===== config.mk =====
export PLATFORM = sky130hd
export DESIGN_NAME = tcr_timer
export DESIGN_NICKNAME = d
export VERILOG_FILES = /design/src/tcr_pkg.sv /design/src/tcr_filter.sv /design/src/tcr_timer.sv
export SDC_FILE = /design/constraint.sdc
export NUM_CORES = 1
export LEC_CHECK = 0
export BUFFER_PORTS_ARGS = -buffer_cell sky130_fd_sc_hd__clkbuf_2
export CAP_MARGIN = 20
export CORE_MARGIN = 2
export CORE_UTILIZATION = 35
export DETAILED_ROUTE_END_ITERATION = 10
export PLACE_DENSITY = 0.49
export SLEW_MARGIN = 10
export SYNTH_ARGS = -nofsm -noshare
export SYNTH_HDL_FRONTEND = slang
export SYNTH_SLANG_ARGS = --single-unit

===== constraint.sdc =====
create_clock -name clock -period 5.1 [get_ports clock]
set_clock_uncertainty 0.15 [all_clocks]
set_input_delay 0.51 -clock clock [delete_from_list [all_inputs] [get_ports clock]]
set_output_delay 0.51 -clock clock [all_outputs]
set_load 0.01 [all_outputs]

===== src/tcr_pkg.sv =====
// Purpose: constants and types for the 16-bit timer with capture and compare
// Assumes: 8-bit I/O register bus, 100 MHz I/O clock
// Notes:   register indexes are local I/O addresses of this block
// Function
// filter needs four equal capture samples
// filter adds four clock delay
// edge select 0 falling, 1 rising
// capture copies counter and sets flag
// capture request only when enabled
// capture top mode disables capture
// software writes zero to reserved bit
// clock select stop, direct, prescaled taps
// codes 110/111 count external pin edges
// external pin counts even as output
// counter byte access via shared latch
// counter write blocks next compare match
// compare values matched against counter continuously
// compare writes commit both bytes together
// capture from pin or comparator; top
// capture reads consistent via latch
// mask bit 7 enables overflow request
// mask bit 6 enables compare A
// mask bit 5 enables compare B
// mask bit 3 enables capture request
// compare flag set one tick later
// flags clear on vector or write-one
// high byte written first, low read first
package tcr_pkg;

  // ------------------------------------------------------------------
  // register indexes on the I/O bus
  // ------------------------------------------------------------------
  localparam logic [3:0] ADDR_CONTROL_FIRST  = 4'h0;
  localparam logic [3:0] ADDR_CONTROL_SECOND = 4'h1;
  localparam logic [3:0] ADDR_COUNTER_LO     = 4'h2;
  localparam logic [3:0] ADDR_COUNTER_HI     = 4'h3;
  localparam logic [3:0] ADDR_COMPARE_A_LO   = 4'h4;
  localparam logic [3:0] ADDR_COMPARE_A_HI   = 4'h5;
  localparam logic [3:0] ADDR_COMPARE_B_LO   = 4'h6;
  localparam logic [3:0] ADDR_COMPARE_B_HI   = 4'h7;
  localparam logic [3:0] ADDR_CAPTURE_LO     = 4'h8;
  localparam logic [3:0] ADDR_CAPTURE_HI     = 4'h9;
  localparam logic [3:0] ADDR_IRQ_MASK       = 4'ha;
  localparam logic [3:0] ADDR_IRQ_FLAGS      = 4'hb;

  // ------------------------------------------------------------------
  // field positions
  // ------------------------------------------------------------------
  localparam int BIT_NOISE_FILTER = 7;
  localparam int BIT_EDGE_SELECT  = 6;
  localparam int BIT_RESERVED     = 5;
  localparam int BIT_WAVE_HI      = 4;
  localparam int BIT_WAVE_LO      = 3;
  localparam int BIT_OVERFLOW     = 7;
  localparam int BIT_COMPARE_A    = 6;
  localparam int BIT_COMPARE_B    = 5;
  localparam int BIT_CAPTURE      = 3;

  // ------------------------------------------------------------------
  // reset values and encodings
  // ------------------------------------------------------------------
  localparam logic [7:0]  RESET_BYTE  = 8'h00;
  localparam logic [15:0] RESET_WORD  = 16'h0000;
  localparam logic [15:0] COUNT_MAX   = 16'hffff;
  localparam logic [7:0]  FLAG_MASK   = 8'he8;
  localparam logic [2:0]  CS_STOP     = 3'h0;
  localparam logic [2:0]  CS_DIRECT   = 3'h1;
  localparam logic [2:0]  CS_DIV8     = 3'h2;
  localparam logic [2:0]  CS_DIV64    = 3'h3;
  localparam logic [2:0]  CS_DIV256   = 3'h4;
  localparam logic [2:0]  CS_DIV1024  = 3'h5;
  localparam logic [2:0]  CS_EXT_FALL = 3'h6;
  localparam logic [2:0]  CS_EXT_RISE = 3'h7;
  // prescaler taps: divide by 8, 64, 256, 1024 as last-count values
  localparam logic [9:0]  TAP_DIV8    = 10'h007;
  localparam logic [9:0]  TAP_DIV64   = 10'h03f;
  localparam logic [9:0]  TAP_DIV256  = 10'h0ff;
  localparam logic [9:0]  TAP_DIV1024 = 10'h3ff;
  // waveform modes that use the capture register as top
  localparam logic [3:0]  WGM_PFC_CAPTOP  = 4'h8;
  localparam logic [3:0]  WGM_PC_CAPTOP   = 4'ha;
  localparam logic [3:0]  WGM_CTC_CAPTOP  = 4'hc;
  localparam logic [3:0]  WGM_FAST_CAPTOP = 4'he;
  // noise filter depth in samples
  localparam int          FILTER_SAMPLES  = 4;
  localparam logic [1:0]  FILTER_LAST     = 2'(FILTER_SAMPLES - 1);

  // ------------------------------------------------------------------
  // bus carriers
  // ------------------------------------------------------------------
  typedef struct packed {
    logic       write;
    logic       read;
    logic [3:0] addr;
    logic [7:0] wdata;
  } tcr_bus_req_t;

  typedef struct packed {
    logic overflow;
    logic compare_a;
    logic compare_b;
    logic capture;
  } tcr_irq_t;

endpackage


===== src/tcr_filter.sv =====
// Purpose: capture input noise filter
// Assumes: input already synchronised to clock
// Notes:   output moves after four equal samples when enabled
`timescale 1ns/100ps
module tcr_filter (
  input  wire logic clock,
  input  wire logic nrst,
  input  wire logic enable,
  input  wire logic sample_in,
  output logic      filtered
);

  logic [1:0] run_count;
  logic       last_sample;
  wire        differs  = (sample_in != filtered);
  wire        same_run = (sample_in == last_sample);

  // -----------------------------------------------------------------
  // run-length filter
  // -----------------------------------------------------------------
  // counting equal samples costs four cycles of latency, traded for glitch immunity
  always_ff @(posedge clock) begin
    if (!nrst) begin
      run_count   <= 2'h0;
      last_sample <= 1'b1;
      filtered    <= 1'b1;
    end else begin
      last_sample <= sample_in;
      if (!enable) begin
        filtered  <= sample_in;
        run_count <= 2'h0;
      end else if (differs && !same_run) begin
        run_count <= 2'h1;
      end else if (differs && run_count == tcr_pkg::FILTER_LAST) begin
        filtered  <= sample_in;
        run_count <= 2'h0;
      end else if (differs) begin
        run_count <= run_count + 2'h1;
      end else begin
        run_count <= 2'h0;
      end
    end
  end

endmodule


===== src/tcr_timer.sv =====
// Purpose: 16-bit timer with prescaler, capture, compare and mask
// Assumes: single 100 MHz clock, core strobes one-cycle read/write
// Notes:   read data is registered, valid one cycle after read strobe
`timescale 1ns/100ps
module tcr_timer (
  input  wire logic                 clock,
  input  wire logic                 nrst,
  input  wire tcr_pkg::tcr_bus_req_t bus_req,
  output logic [7:0]                rdata,
  input  wire logic                 global_irq_enable,
  input  wire tcr_pkg::tcr_irq_t    vector_ack,
  input  wire logic                 capture_input_pin,
  input  wire logic                 comparator_out,
  input  wire logic                 comparator_capture_select,
  input  wire logic                 external_count_pin,
  output tcr_pkg::tcr_irq_t         irq_request,
  output logic                      match_a,
  output logic                      match_b
);

  // -----------------------------------------------------------------
  // state
  // -----------------------------------------------------------------
  logic [7:0]  timer_control_first;
  logic [7:0]  timer_control_second;
  logic [7:0]  timer_irq_mask;
  logic [7:0]  timer_irq_flags;
  logic [15:0] counter_value;
  logic [15:0] compare_value_a;
  logic [15:0] compare_value_b;
  logic [15:0] capture_value;
  logic [7:0]  high_latch;
  logic [9:0]  prescale;
  logic        write_block;
  logic [2:0]  cap_sync;
  logic [2:0]  ext_sync;
  logic        cap_prev;
  logic        ext_prev;
  logic        cmp_prev;
  logic        cap_filtered;

  // -----------------------------------------------------------------
  // decode
  // -----------------------------------------------------------------
  wire       wr = bus_req.write;
  wire [3:0] ad = bus_req.addr;
  wire [7:0] wd = bus_req.wdata;

  function automatic logic hit(input logic [3:0] a, input logic [3:0] want);
    hit = (a == want);
  endfunction

  wire [3:0] wave_mode = {timer_control_second[tcr_pkg::BIT_WAVE_HI:tcr_pkg::BIT_WAVE_LO],
                          timer_control_first[1:0]};
  wire [2:0] clock_source_select = timer_control_second[2:0];
  wire capture_noise_filter_enable = timer_control_second[tcr_pkg::BIT_NOISE_FILTER];
  wire capture_edge_select = timer_control_second[tcr_pkg::BIT_EDGE_SELECT];

  // capture as top cuts off the pin
  wire capture_is_top = wave_mode inside {tcr_pkg::WGM_PFC_CAPTOP, tcr_pkg::WGM_PC_CAPTOP,
                                          tcr_pkg::WGM_CTC_CAPTOP, tcr_pkg::WGM_FAST_CAPTOP};

  // -----------------------------------------------------------------
  // pin synchronisers, three stages; second and third must agree
  // -----------------------------------------------------------------
  always_ff @(posedge clock) begin
    if (!nrst) begin
      cap_sync <= 3'h7;
      ext_sync <= 3'h0;
    end else begin
      cap_sync <= {cap_sync[1:0], capture_input_pin};
      // pin is read whatever its direction, so software can drive it
      ext_sync <= {ext_sync[1:0], external_count_pin};
    end
  end

  wire cap_stable = (cap_sync[2] == cap_sync[1]);
  wire cap_level  = cap_stable ? cap_sync[2] : cap_prev;
  wire ext_stable = (ext_sync[2] == ext_sync[1]);
  wire ext_level  = ext_stable ? ext_sync[2] : ext_prev;

  tcr_filter u_filter (
    .clock     (clock),
    .nrst      (nrst),
    .enable    (capture_noise_filter_enable),
    .sample_in (cap_level),
    .filtered  (cap_filtered)
  );

  // -----------------------------------------------------------------
  // capture source and edge detect
  // -----------------------------------------------------------------
  // unfiltered path bypasses the filter flop, so the filter adds exactly four cycles
  wire cap_pin  = capture_noise_filter_enable ? cap_filtered : cap_level;
  wire cap_src  = comparator_capture_select ? comparator_out : cap_pin;
  wire cap_rise = cap_src & ~cmp_prev;
  wire cap_fall = ~cap_src & cmp_prev;
  wire cap_edge = capture_edge_select ? cap_rise : cap_fall;
  wire cap_event = cap_edge && !capture_is_top;

  // -----------------------------------------------------------------
  // clock select and prescaler
  // -----------------------------------------------------------------
  wire ext_rise = ext_level & ~ext_prev;
  wire ext_fall = ~ext_level & ext_prev;
  logic tick;
  always_comb begin
    unique case (clock_source_select)
      tcr_pkg::CS_STOP:     tick = 1'b0;
      tcr_pkg::CS_DIRECT:   tick = 1'b1;
      tcr_pkg::CS_DIV8:     tick = (prescale[2:0] == tcr_pkg::TAP_DIV8[2:0]);
      tcr_pkg::CS_DIV64:    tick = (prescale[5:0] == tcr_pkg::TAP_DIV64[5:0]);
      tcr_pkg::CS_DIV256:   tick = (prescale[7:0] == tcr_pkg::TAP_DIV256[7:0]);
      tcr_pkg::CS_DIV1024:  tick = (prescale == tcr_pkg::TAP_DIV1024);
      tcr_pkg::CS_EXT_FALL: tick = ext_fall;
      tcr_pkg::CS_EXT_RISE: tick = ext_rise;
    endcase
  end

  // -----------------------------------------------------------------
  // 16-bit access through the shared high-byte latch
  // -----------------------------------------------------------------
  // low write commits latch plus data; counter or capture low read loads latch with its high byte
  wire wr_cnt_lo = wr && hit(ad, tcr_pkg::ADDR_COUNTER_LO);
  wire wr_cmp_a  = wr && hit(ad, tcr_pkg::ADDR_COMPARE_A_LO);
  wire wr_cmp_b  = wr && hit(ad, tcr_pkg::ADDR_COMPARE_B_LO);
  wire wr_cap_lo = wr && hit(ad, tcr_pkg::ADDR_CAPTURE_LO);
  wire wr_hi     = wr && ad[0] && (ad >= tcr_pkg::ADDR_COUNTER_HI) &&
                   (ad <= tcr_pkg::ADDR_CAPTURE_HI);
  wire rd_cnt_lo = bus_req.read && hit(ad, tcr_pkg::ADDR_COUNTER_LO);
  wire rd_cap_lo = bus_req.read && hit(ad, tcr_pkg::ADDR_CAPTURE_LO);
  wire [15:0] wide_wd = {high_latch, wd};

  always_ff @(posedge clock) begin
    if (!nrst) begin
      high_latch <= tcr_pkg::RESET_BYTE;
    end else if (wr_hi) begin
      high_latch <= wd;
    end else if (rd_cnt_lo) begin
      high_latch <= counter_value[15:8];
    end else if (rd_cap_lo) begin
      high_latch <= capture_value[15:8];
    end
  end

  // -----------------------------------------------------------------
  // counter, prescaler, compare blocking
  // -----------------------------------------------------------------
  wire next_overflow = tick && (counter_value == tcr_pkg::COUNT_MAX);
  always_ff @(posedge clock) begin
    if (!nrst) begin
      counter_value <= tcr_pkg::RESET_WORD;
      prescale      <= 10'h000;
      write_block   <= 1'b0;
    end else begin
      prescale <= prescale + 10'h001;
      if (wr_cnt_lo) begin
        counter_value <= wide_wd;
        write_block   <= 1'b1;
      end else if (tick) begin
        counter_value <= counter_value + 16'h0001;
        write_block   <= 1'b0;
      end
    end
  end

  // -----------------------------------------------------------------
  // compare match, evaluated on each timer tick
  // -----------------------------------------------------------------
  wire eq_a = (counter_value == compare_value_a);
  wire eq_b = (counter_value == compare_value_b);
  wire hit_a = tick && eq_a && !write_block && !wr_cnt_lo;
  wire hit_b = tick && eq_b && !write_block && !wr_cnt_lo;

  // -----------------------------------------------------------------
  // register writes
  // -----------------------------------------------------------------
  always_ff @(posedge clock) begin
    if (!nrst) begin
      timer_control_first  <= tcr_pkg::RESET_BYTE;
      timer_control_second <= tcr_pkg::RESET_BYTE;
      timer_irq_mask       <= tcr_pkg::RESET_BYTE;
      compare_value_a      <= tcr_pkg::RESET_WORD;
      compare_value_b      <= tcr_pkg::RESET_WORD;
    end else begin
      if (wr && hit(ad, tcr_pkg::ADDR_CONTROL_FIRST))
        timer_control_first <= wd;
      // reserved bit kept at zero; software should write it as zero
      if (wr && hit(ad, tcr_pkg::ADDR_CONTROL_SECOND))
        timer_control_second <= wd & ~(8'h01 << tcr_pkg::BIT_RESERVED);
      if (wr && hit(ad, tcr_pkg::ADDR_IRQ_MASK))
        timer_irq_mask <= wd;
      if (wr_cmp_a)
        compare_value_a <= wide_wd;
      if (wr_cmp_b)
        compare_value_b <= wide_wd;
    end
  end

  // -----------------------------------------------------------------
  // capture register
  // -----------------------------------------------------------------
  always_ff @(posedge clock) begin
    if (!nrst) begin
      capture_value <= tcr_pkg::RESET_WORD;
      cap_prev      <= 1'b1;
      ext_prev      <= 1'b0;
      cmp_prev      <= 1'b1;
    end else begin
      if (ext_stable)
        ext_prev <= ext_sync[2];
      if (cap_stable)
        cap_prev <= cap_sync[2];
      cmp_prev <= cap_src;
      if (cap_event)
        capture_value <= counter_value;
      else if (wr_cap_lo)
        capture_value <= wide_wd;
    end
  end

  // -----------------------------------------------------------------
  // flags: hardware set wins over vector ack and write-one clear
  // -----------------------------------------------------------------
  wire wr_flags = wr && hit(ad, tcr_pkg::ADDR_IRQ_FLAGS);
  wire [7:0] clr_write = wr_flags ? (wd & tcr_pkg::FLAG_MASK) : 8'h00;
  wire [7:0] clr_ack = {vector_ack.overflow, vector_ack.compare_a, vector_ack.compare_b,
                        1'b0, vector_ack.capture, 3'h0};
  wire cap_top_reach = capture_is_top && tick && (counter_value == capture_value);
  wire [7:0] set_bits = {next_overflow, hit_a, hit_b, 1'b0,
                         cap_event || cap_top_reach, 3'h0};
  wire [7:0] next_flags = (timer_irq_flags & ~(clr_write | clr_ack)) | set_bits;

  always_ff @(posedge clock) begin
    if (!nrst) begin
      timer_irq_flags <= tcr_pkg::RESET_BYTE;
      match_a         <= 1'b0;
      match_b         <= 1'b0;
    end else begin
      timer_irq_flags <= next_flags;
      match_a         <= hit_a;
      match_b         <= hit_b;
    end
  end

  // -----------------------------------------------------------------
  // interrupt requests
  // -----------------------------------------------------------------
  wire [7:0] pend = next_flags & timer_irq_mask & {8{global_irq_enable}};
  always_ff @(posedge clock) begin
    if (!nrst) begin
      irq_request <= '0;
    end else begin
      irq_request.overflow  <= pend[tcr_pkg::BIT_OVERFLOW];
      irq_request.compare_a <= pend[tcr_pkg::BIT_COMPARE_A];
      irq_request.compare_b <= pend[tcr_pkg::BIT_COMPARE_B];
      irq_request.capture   <= pend[tcr_pkg::BIT_CAPTURE];
    end
  end

  // -----------------------------------------------------------------
  // read data
  // -----------------------------------------------------------------
  logic [7:0] next_rdata;
  always_comb begin
    unique case (ad)
      tcr_pkg::ADDR_CONTROL_FIRST:  next_rdata = timer_control_first;
      tcr_pkg::ADDR_CONTROL_SECOND: next_rdata = timer_control_second;
      tcr_pkg::ADDR_COUNTER_LO:     next_rdata = counter_value[7:0];
      tcr_pkg::ADDR_COMPARE_A_LO:   next_rdata = compare_value_a[7:0];
      tcr_pkg::ADDR_COMPARE_A_HI:   next_rdata = compare_value_a[15:8];
      tcr_pkg::ADDR_COMPARE_B_LO:   next_rdata = compare_value_b[7:0];
      tcr_pkg::ADDR_COMPARE_B_HI:   next_rdata = compare_value_b[15:8];
      tcr_pkg::ADDR_CAPTURE_LO:     next_rdata = capture_value[7:0];
      tcr_pkg::ADDR_COUNTER_HI,
      tcr_pkg::ADDR_CAPTURE_HI:     next_rdata = high_latch;
      tcr_pkg::ADDR_IRQ_MASK:       next_rdata = timer_irq_mask;
      tcr_pkg::ADDR_IRQ_FLAGS:      next_rdata = timer_irq_flags;
      default:                      next_rdata = 8'h00;
    endcase
  end

  always_ff @(posedge clock) begin
    if (!nrst)
      rdata <= 8'h00;
    else if (bus_req.read)
      rdata <= next_rdata;
  end

endmodule


Word level (Yosys, flattened, before mapping)
Cells that the tools add are included.
- bitwise operators: 17
- reduce and logical (&&, ||, !) cells: 40
- multiplexer cells: 23
- $add $sub $neg: 3
- $lt $le $gt $ge: 2
- equality and inequality tests: 37
- operator list (kind ; count):
    case mux 8 bit (11 select lines) ; 1
    two-way mux 16 bit ; 4
    == test 16 bit ; 3
    == test 4 bit, second input constant ; 8
    two-way mux 8 bit ; 4
    logical AND 1 bit ; 25
    AND 8 bit ; 3
    adder 16 x 1 -> 16 bit, second input constant ; 1
    == test 16 bit, second input constant ; 1
    == test 4 x 3 -> 1 bit, second input constant ; 4
    OR 8 bit ; 2
    == test 3 bit, second input constant ; 5
    two-way mux 1 bit ; 13
    adder 10 x 1 -> 10 bit, second input constant ; 1
    == test 10 bit, second input constant ; 1
    == test 4 x 2 -> 1 bit, second input constant ; 2
    == test 8 bit, second input constant ; 1
    inverter 8 bit ; 1
    case mux 1 bit (8 select lines) ; 1
    inverter 1 bit ; 7
    == test 3 x 2 -> 1 bit, second input constant ; 2
    == test 6 bit, second input constant ; 1
    OR reduction 5 bit ; 1
    AND 1 bit ; 4
    other kinds (19) ; 26
- input bits: 25
- register bits after elaboration: 140
- logic and storage cells: 148
- output and inout bits: 14

Longest topological paths before layout
- depth after elaboration: 12
- mapped depth: 9
- gate-level depth less buffers: 7

Modules after synthesis
From an unflattened synthesis, not the netlist that was laid out.
- cells, all modules: 899
- area, all modules: 7322.0 um^2
- by module, submodules not included (module ; instances ; seq. area each (um^2) ; cells each ; area each (um^2)):
    tcr_timer ; 1 ; 2662.6 ; 881 ; 7139.3
    tcr_filter ; 1 ; 80.1 ; 18 ; 182.7

Worst setup path after synthesis
Ideal clock, no wire load.
- path kind: input-to-reg
- from: input bus_req[9] (netlist name)
- to: register rdata[2]
- setup time: 0.138 ns
- setup slack: 2.983 ns
- data required time: 4.812 ns
- arrival: 1.829 ns
- stages: 7
- buffers on the path: 3
- cell sequence: buf_2 buf_1 clkbuf_1 mux2i_1 o32ai_1 a211oi_1 a31oi_1
- word-level cells in the longest chain between the ends: 3
- elaborated cells between the ends (all ways): 14
- those cells by class: eq/ne: 11; mux: 1; reduce/logical: 2
- RTL lines (item ; line ; source):
    start, declared ; tcr_timer.sv:8 ; input wire tcr_pkg::tcr_bus_req_t bus_req,
    == test 4 x 2 -> 1 bit or == test 4 bit (tied branches) ; tcr_timer.sv:266 ; unique case (ad)
    OR reduction 2 bit ; tcr_timer.sv:266 ;
    case mux 8 bit (11 select lines) (*) ; tcr_timer.sv:266 ;
    end signal, assigned ; tcr_timer.sv:287 ; rdata <= next_rdata;
    end, declared ; tcr_timer.sv:9 ; output logic [7:0] rdata,
Mark *: on every way between the ends. The rest lies on a longest branch, timed or not.
A chain may end at the register's enable or synchronous reset.

Worst setup path after layout
- from: input bus_req[11] (netlist name)
- to: register capture_value[10]
- word-level cells in the longest chain between the ends: 3
- RTL lines (item ; line ; source):
    == test 4 bit ; tcr_timer.sv:50 ; hit = (a == want);
    logical AND 1 bit ; tcr_timer.sv:127 ; wire wr_cap_lo = wr && hit(ad, tcr_pkg::ADDR_CAPTURE_LO);
    nonzero test 2 bit (no line) ; n/a ;
    end signal, assigned ; tcr_timer.sv:205 ; capture_value <= tcr_pkg::RESET_WORD;
    end signal, assigned ; tcr_timer.sv:216 ; capture_value <= counter_value;
    end signal, assigned ; tcr_timer.sv:218 ; capture_value <= wide_wd;
    end, declared ; tcr_timer.sv:31 ; logic [15:0] capture_value;
No other way between the ends.

==> summary.txt <==
Run status
  – Status: finished clean

Clock tree
  – Setup Buffers After CTS: 0
  – Sink Count: 136
  – CTS Buf Count: 17
  – Root Driver: clkbuf_16
  – Post-CTS Resized: 0
  – Clock Tree Buf Depth: 2
  – Post-CTS Hold Fix Bufs: 0
  – Clock transition at the registers of the reported paths: 0.06 ns
  – TritonCTS clock tree: yes
  – Clock Latency Late Sink: 0.43 ns
  – CTS H-tree depth: 4

Floorplan
  – Full die area: 21600 µm²
  – Chip width: 147 µm
  – # IOs: 39
  – Std cell rows: 52
  – Height of the die: 147 µm
  – Starting Density: 0.355
  – Core area: 20100 µm²

Place
  – Dpl hpwl: 16.7 mm
  – Placed insts: 1093
  – IO buf count: 38
  – Placer congestion estimate: 0.905

Worst setup path
  – Startpoint class of the critical path: input port
  – Reg2Reg Depth: 6
  – CP max stage delay: 0.68 ns
  – Slowest CP cell: nor2b_2
  – WP data arrival: 2.91 ns
  – Buffers & Inverters on Critical Path: 2
  – Worst-path cell chain: clkbuf_2, nor2b_2, and2_1, buf_4, nand2_1, nand2_1, a311oi_1
  – CP Class: in2reg
  – Largest delay contributor family on the critical path: simple AND/OR/NAND/NOR gates
  – CP Depth: 7
  – Critical path capture point type: flop
  – Critical Path Fanout Max: 23
  – Most Frequent Cell on Critical Path: nand2_1
  – CP Data Required Time: 5.24 ns

STA
  – Unrepaired setup endpoints after global routing: false
  – TNS Setup: 0 ns
  – Fmax achieved: 361 MHz
  – Worst-margin pin slew: 0.821 ns
  – Final Hold Fails: 0
  – Final max-slew violation count: 0
  – Final min period: 2.77 ns
  – Setup Viol. Count Final: 0
  – Final period util: 0.543
  – Relative slew margins: 0.451

Synthesis
  – Biggest area consumer among synthesized cells: dfxtp_1
  – EDFF count, synth: 0
  – Yosys top cell area share: 0.381
  – Post-synth top cells: dfxtp_1 (136), nand2_1 (124), nor2_1 (75)
  – Synthesized flop and latch total: 136
  – Seq/Total Area, Yosys: 0.381
  – Synth top area cells: dfxtp_1 (38%), xor2_1 (7.6%), nand2_1 (6.5%)
  – Most numerous cell in the Yosys netlist: dfxtp_1
  – Yosys warns: 0
  – Netlist cell types: 76
  – Post-Syn Nets: 884
  – Syn Inst Count: 855
  – Syn avg cell area: 8.35 µm²
  – Primary FF master, synth: dfxtp_1
  – Ys async rst share: 0
  – Synth Cell Area: 7140 µm²

Drt
  – Initial DRT Pass Iterations: 5
  – DR WL/cell: 22.1 µm
  – Via count: 6339
  – Remaining antenna violation count: 0
  – DR vias/cell: 5.64
  – # DRC: 0
  – Initial drt markers: 672
  – Final Routed Wirelength: 24.8 mm

Finish
  – Non-filler cells, final: 1123
  – Layout cells sized above 1: 0.124
  – Ant diodes: 0
  – Fin nets: 871
  – Synth-to-Final Area Change: 12.0%

Job
  – Max cap viols: 0

Global routing
  – GRT overflow: 0
  – Vias in the first global route: 5939
  – Tot GR Track Use: 0.233
  – Initial antenna violation count: 0
  – First-pass GRT wire length: 37.5 mm
  – Largest net degree at the start of global routing: 45

Power
  – Pwr dens: 332 nW/µm²
  – Sw power: 0.000685 W
  – Internal power: 0.00197 W
  – Combinational share of power: 0.079
  – Worst vdd ir: 159 µV
  – Leakage: 3.23 nW
  – Power share of the sequential group: 0.427
  – Sw Share: 0.258
  – Clock Power Share: 0.493

Worst hold path
  – Hold depth: 2
  – Worst min-delay path class: in2reg
## stage by stage
step	power (W)	utilization	cell area, µm²	setup slack, ns	hold WS, ns
after global routing	0.00273	0.398	8000	2.13	0.111
after floorplan	0.00128	-	7140	2.98	0.236
after CTS	0.00266	0.398	8000	2.40	0.102
after detailed placement	0.00136	0.368	7390	1.95	0.250
after global placement	0.00136	0.368	7390	1.99	0.240
final	0.00265	0.398	8000	2.33	0.109
## metal layers
| metal | global-route usage | part of all wire | vias up |
|---|---|---|---|
| met4 | 0.0723 | 0.027 | 0 |
| met5 | 0 | 0 | - |
| met2 | 0.357 | 0.44 | 249 |
| li1 | - | - | 3004 |
| met3 | 0.0416 | 0.062 | 41 |
| met1 | 0.334 | 0.47 | 3045 |
## power groups by stage
stage / registers [W] / logic, W / clock network, W
after global placement: 0.00116 / 0.000206 / 0
after floorplan: 0.00113 / 0.000152 / 0
after CTS: 0.00113 / 0.000208 / 0.00132
after global routing: 0.00114 / 0.000227 / 0.00137
after detailed placement: 0.00116 / 0.000207 / 0
final: 0.00113 / 0.000210 / 0.00131
## sequential cells by signal, indices dropped and copies added, names as in the netlist, 2 cells and up
signal / flops
cap_sync: 3
capture_value: 16
compare_value_a: 16
compare_value_b: 16
counter_value: 16
ext_sync: 3
high_latch: 8
irq_request: 4
prescale: 10
rdata: 8
timer_control_first: 8
timer_control_second: 7
timer_irq_flags: 4
timer_irq_mask: 8
u_filter.run_count: 2
## final timing paths
path                       end         startpoint  slack [ns]
max          capture_value[10]        bus_req[11]        2.33
min                cap_sync[0]  capture_input_pin        0.11
max reg2reg     irq_request[1]   counter_value[3]        2.35
min reg2reg        cap_sync[1]        cap_sync[0]        0.26
## final cells by class
type / instances / area (µm²)
repair buffers: 45 / 243
fillers: 2030 / 12100
flip-flops and latches: 136 / 2720
clock buffers: 17 / 425
clock inverters: 13 / 181
multi-input cells: 635 / 4060
well taps: 270 / 338
inverters: 7 / 26.3
## placed cells by master (no fill, tap or decap), types with 6 or more instances in the layout
master / netlist / routed
and3_1: 12 / 12
xor2_1: 62 / 62
a211oi_1: 10 / 10
clkbuf_16: 0 / 17
nand2b_1: 7 / 7
a222oi_1: 6 / 6
o21ai_0: 29 / 29
nand3b_1: 6 / 6
a311oi_1: 16 / 16
and2_1: 9 / 9
nor3_1: 8 / 8
nand2_1: 124 / 124
nand3_1: 39 / 39
xnor2_1: 8 / 8
nor4_1: 11 / 11
buf_4: 5 / 7
a22o_1: 13 / 13
clkbuf_2: 0 / 38
nor2_1: 75 / 75
nand4_1: 7 / 7
mux2i_1: 38 / 38
inv_1: 6 / 6
a21oi_1: 58 / 58
dfxtp_1: 136 / 136
## cells by family (layout without fill, tap and decap cells)
group,after synthesis,after routing,synth area share
buf+inv,84,82,0.0498
flops,136,136,0.381
fa+ha+maj,5,5,0.00859
xor+xnor,70,70,0.0859
compound gates,191,191,0.197
simple gates,328,328,0.218
mux,41,41,0.0596
No activity file was read; power rests on OpenSTA's default activity.
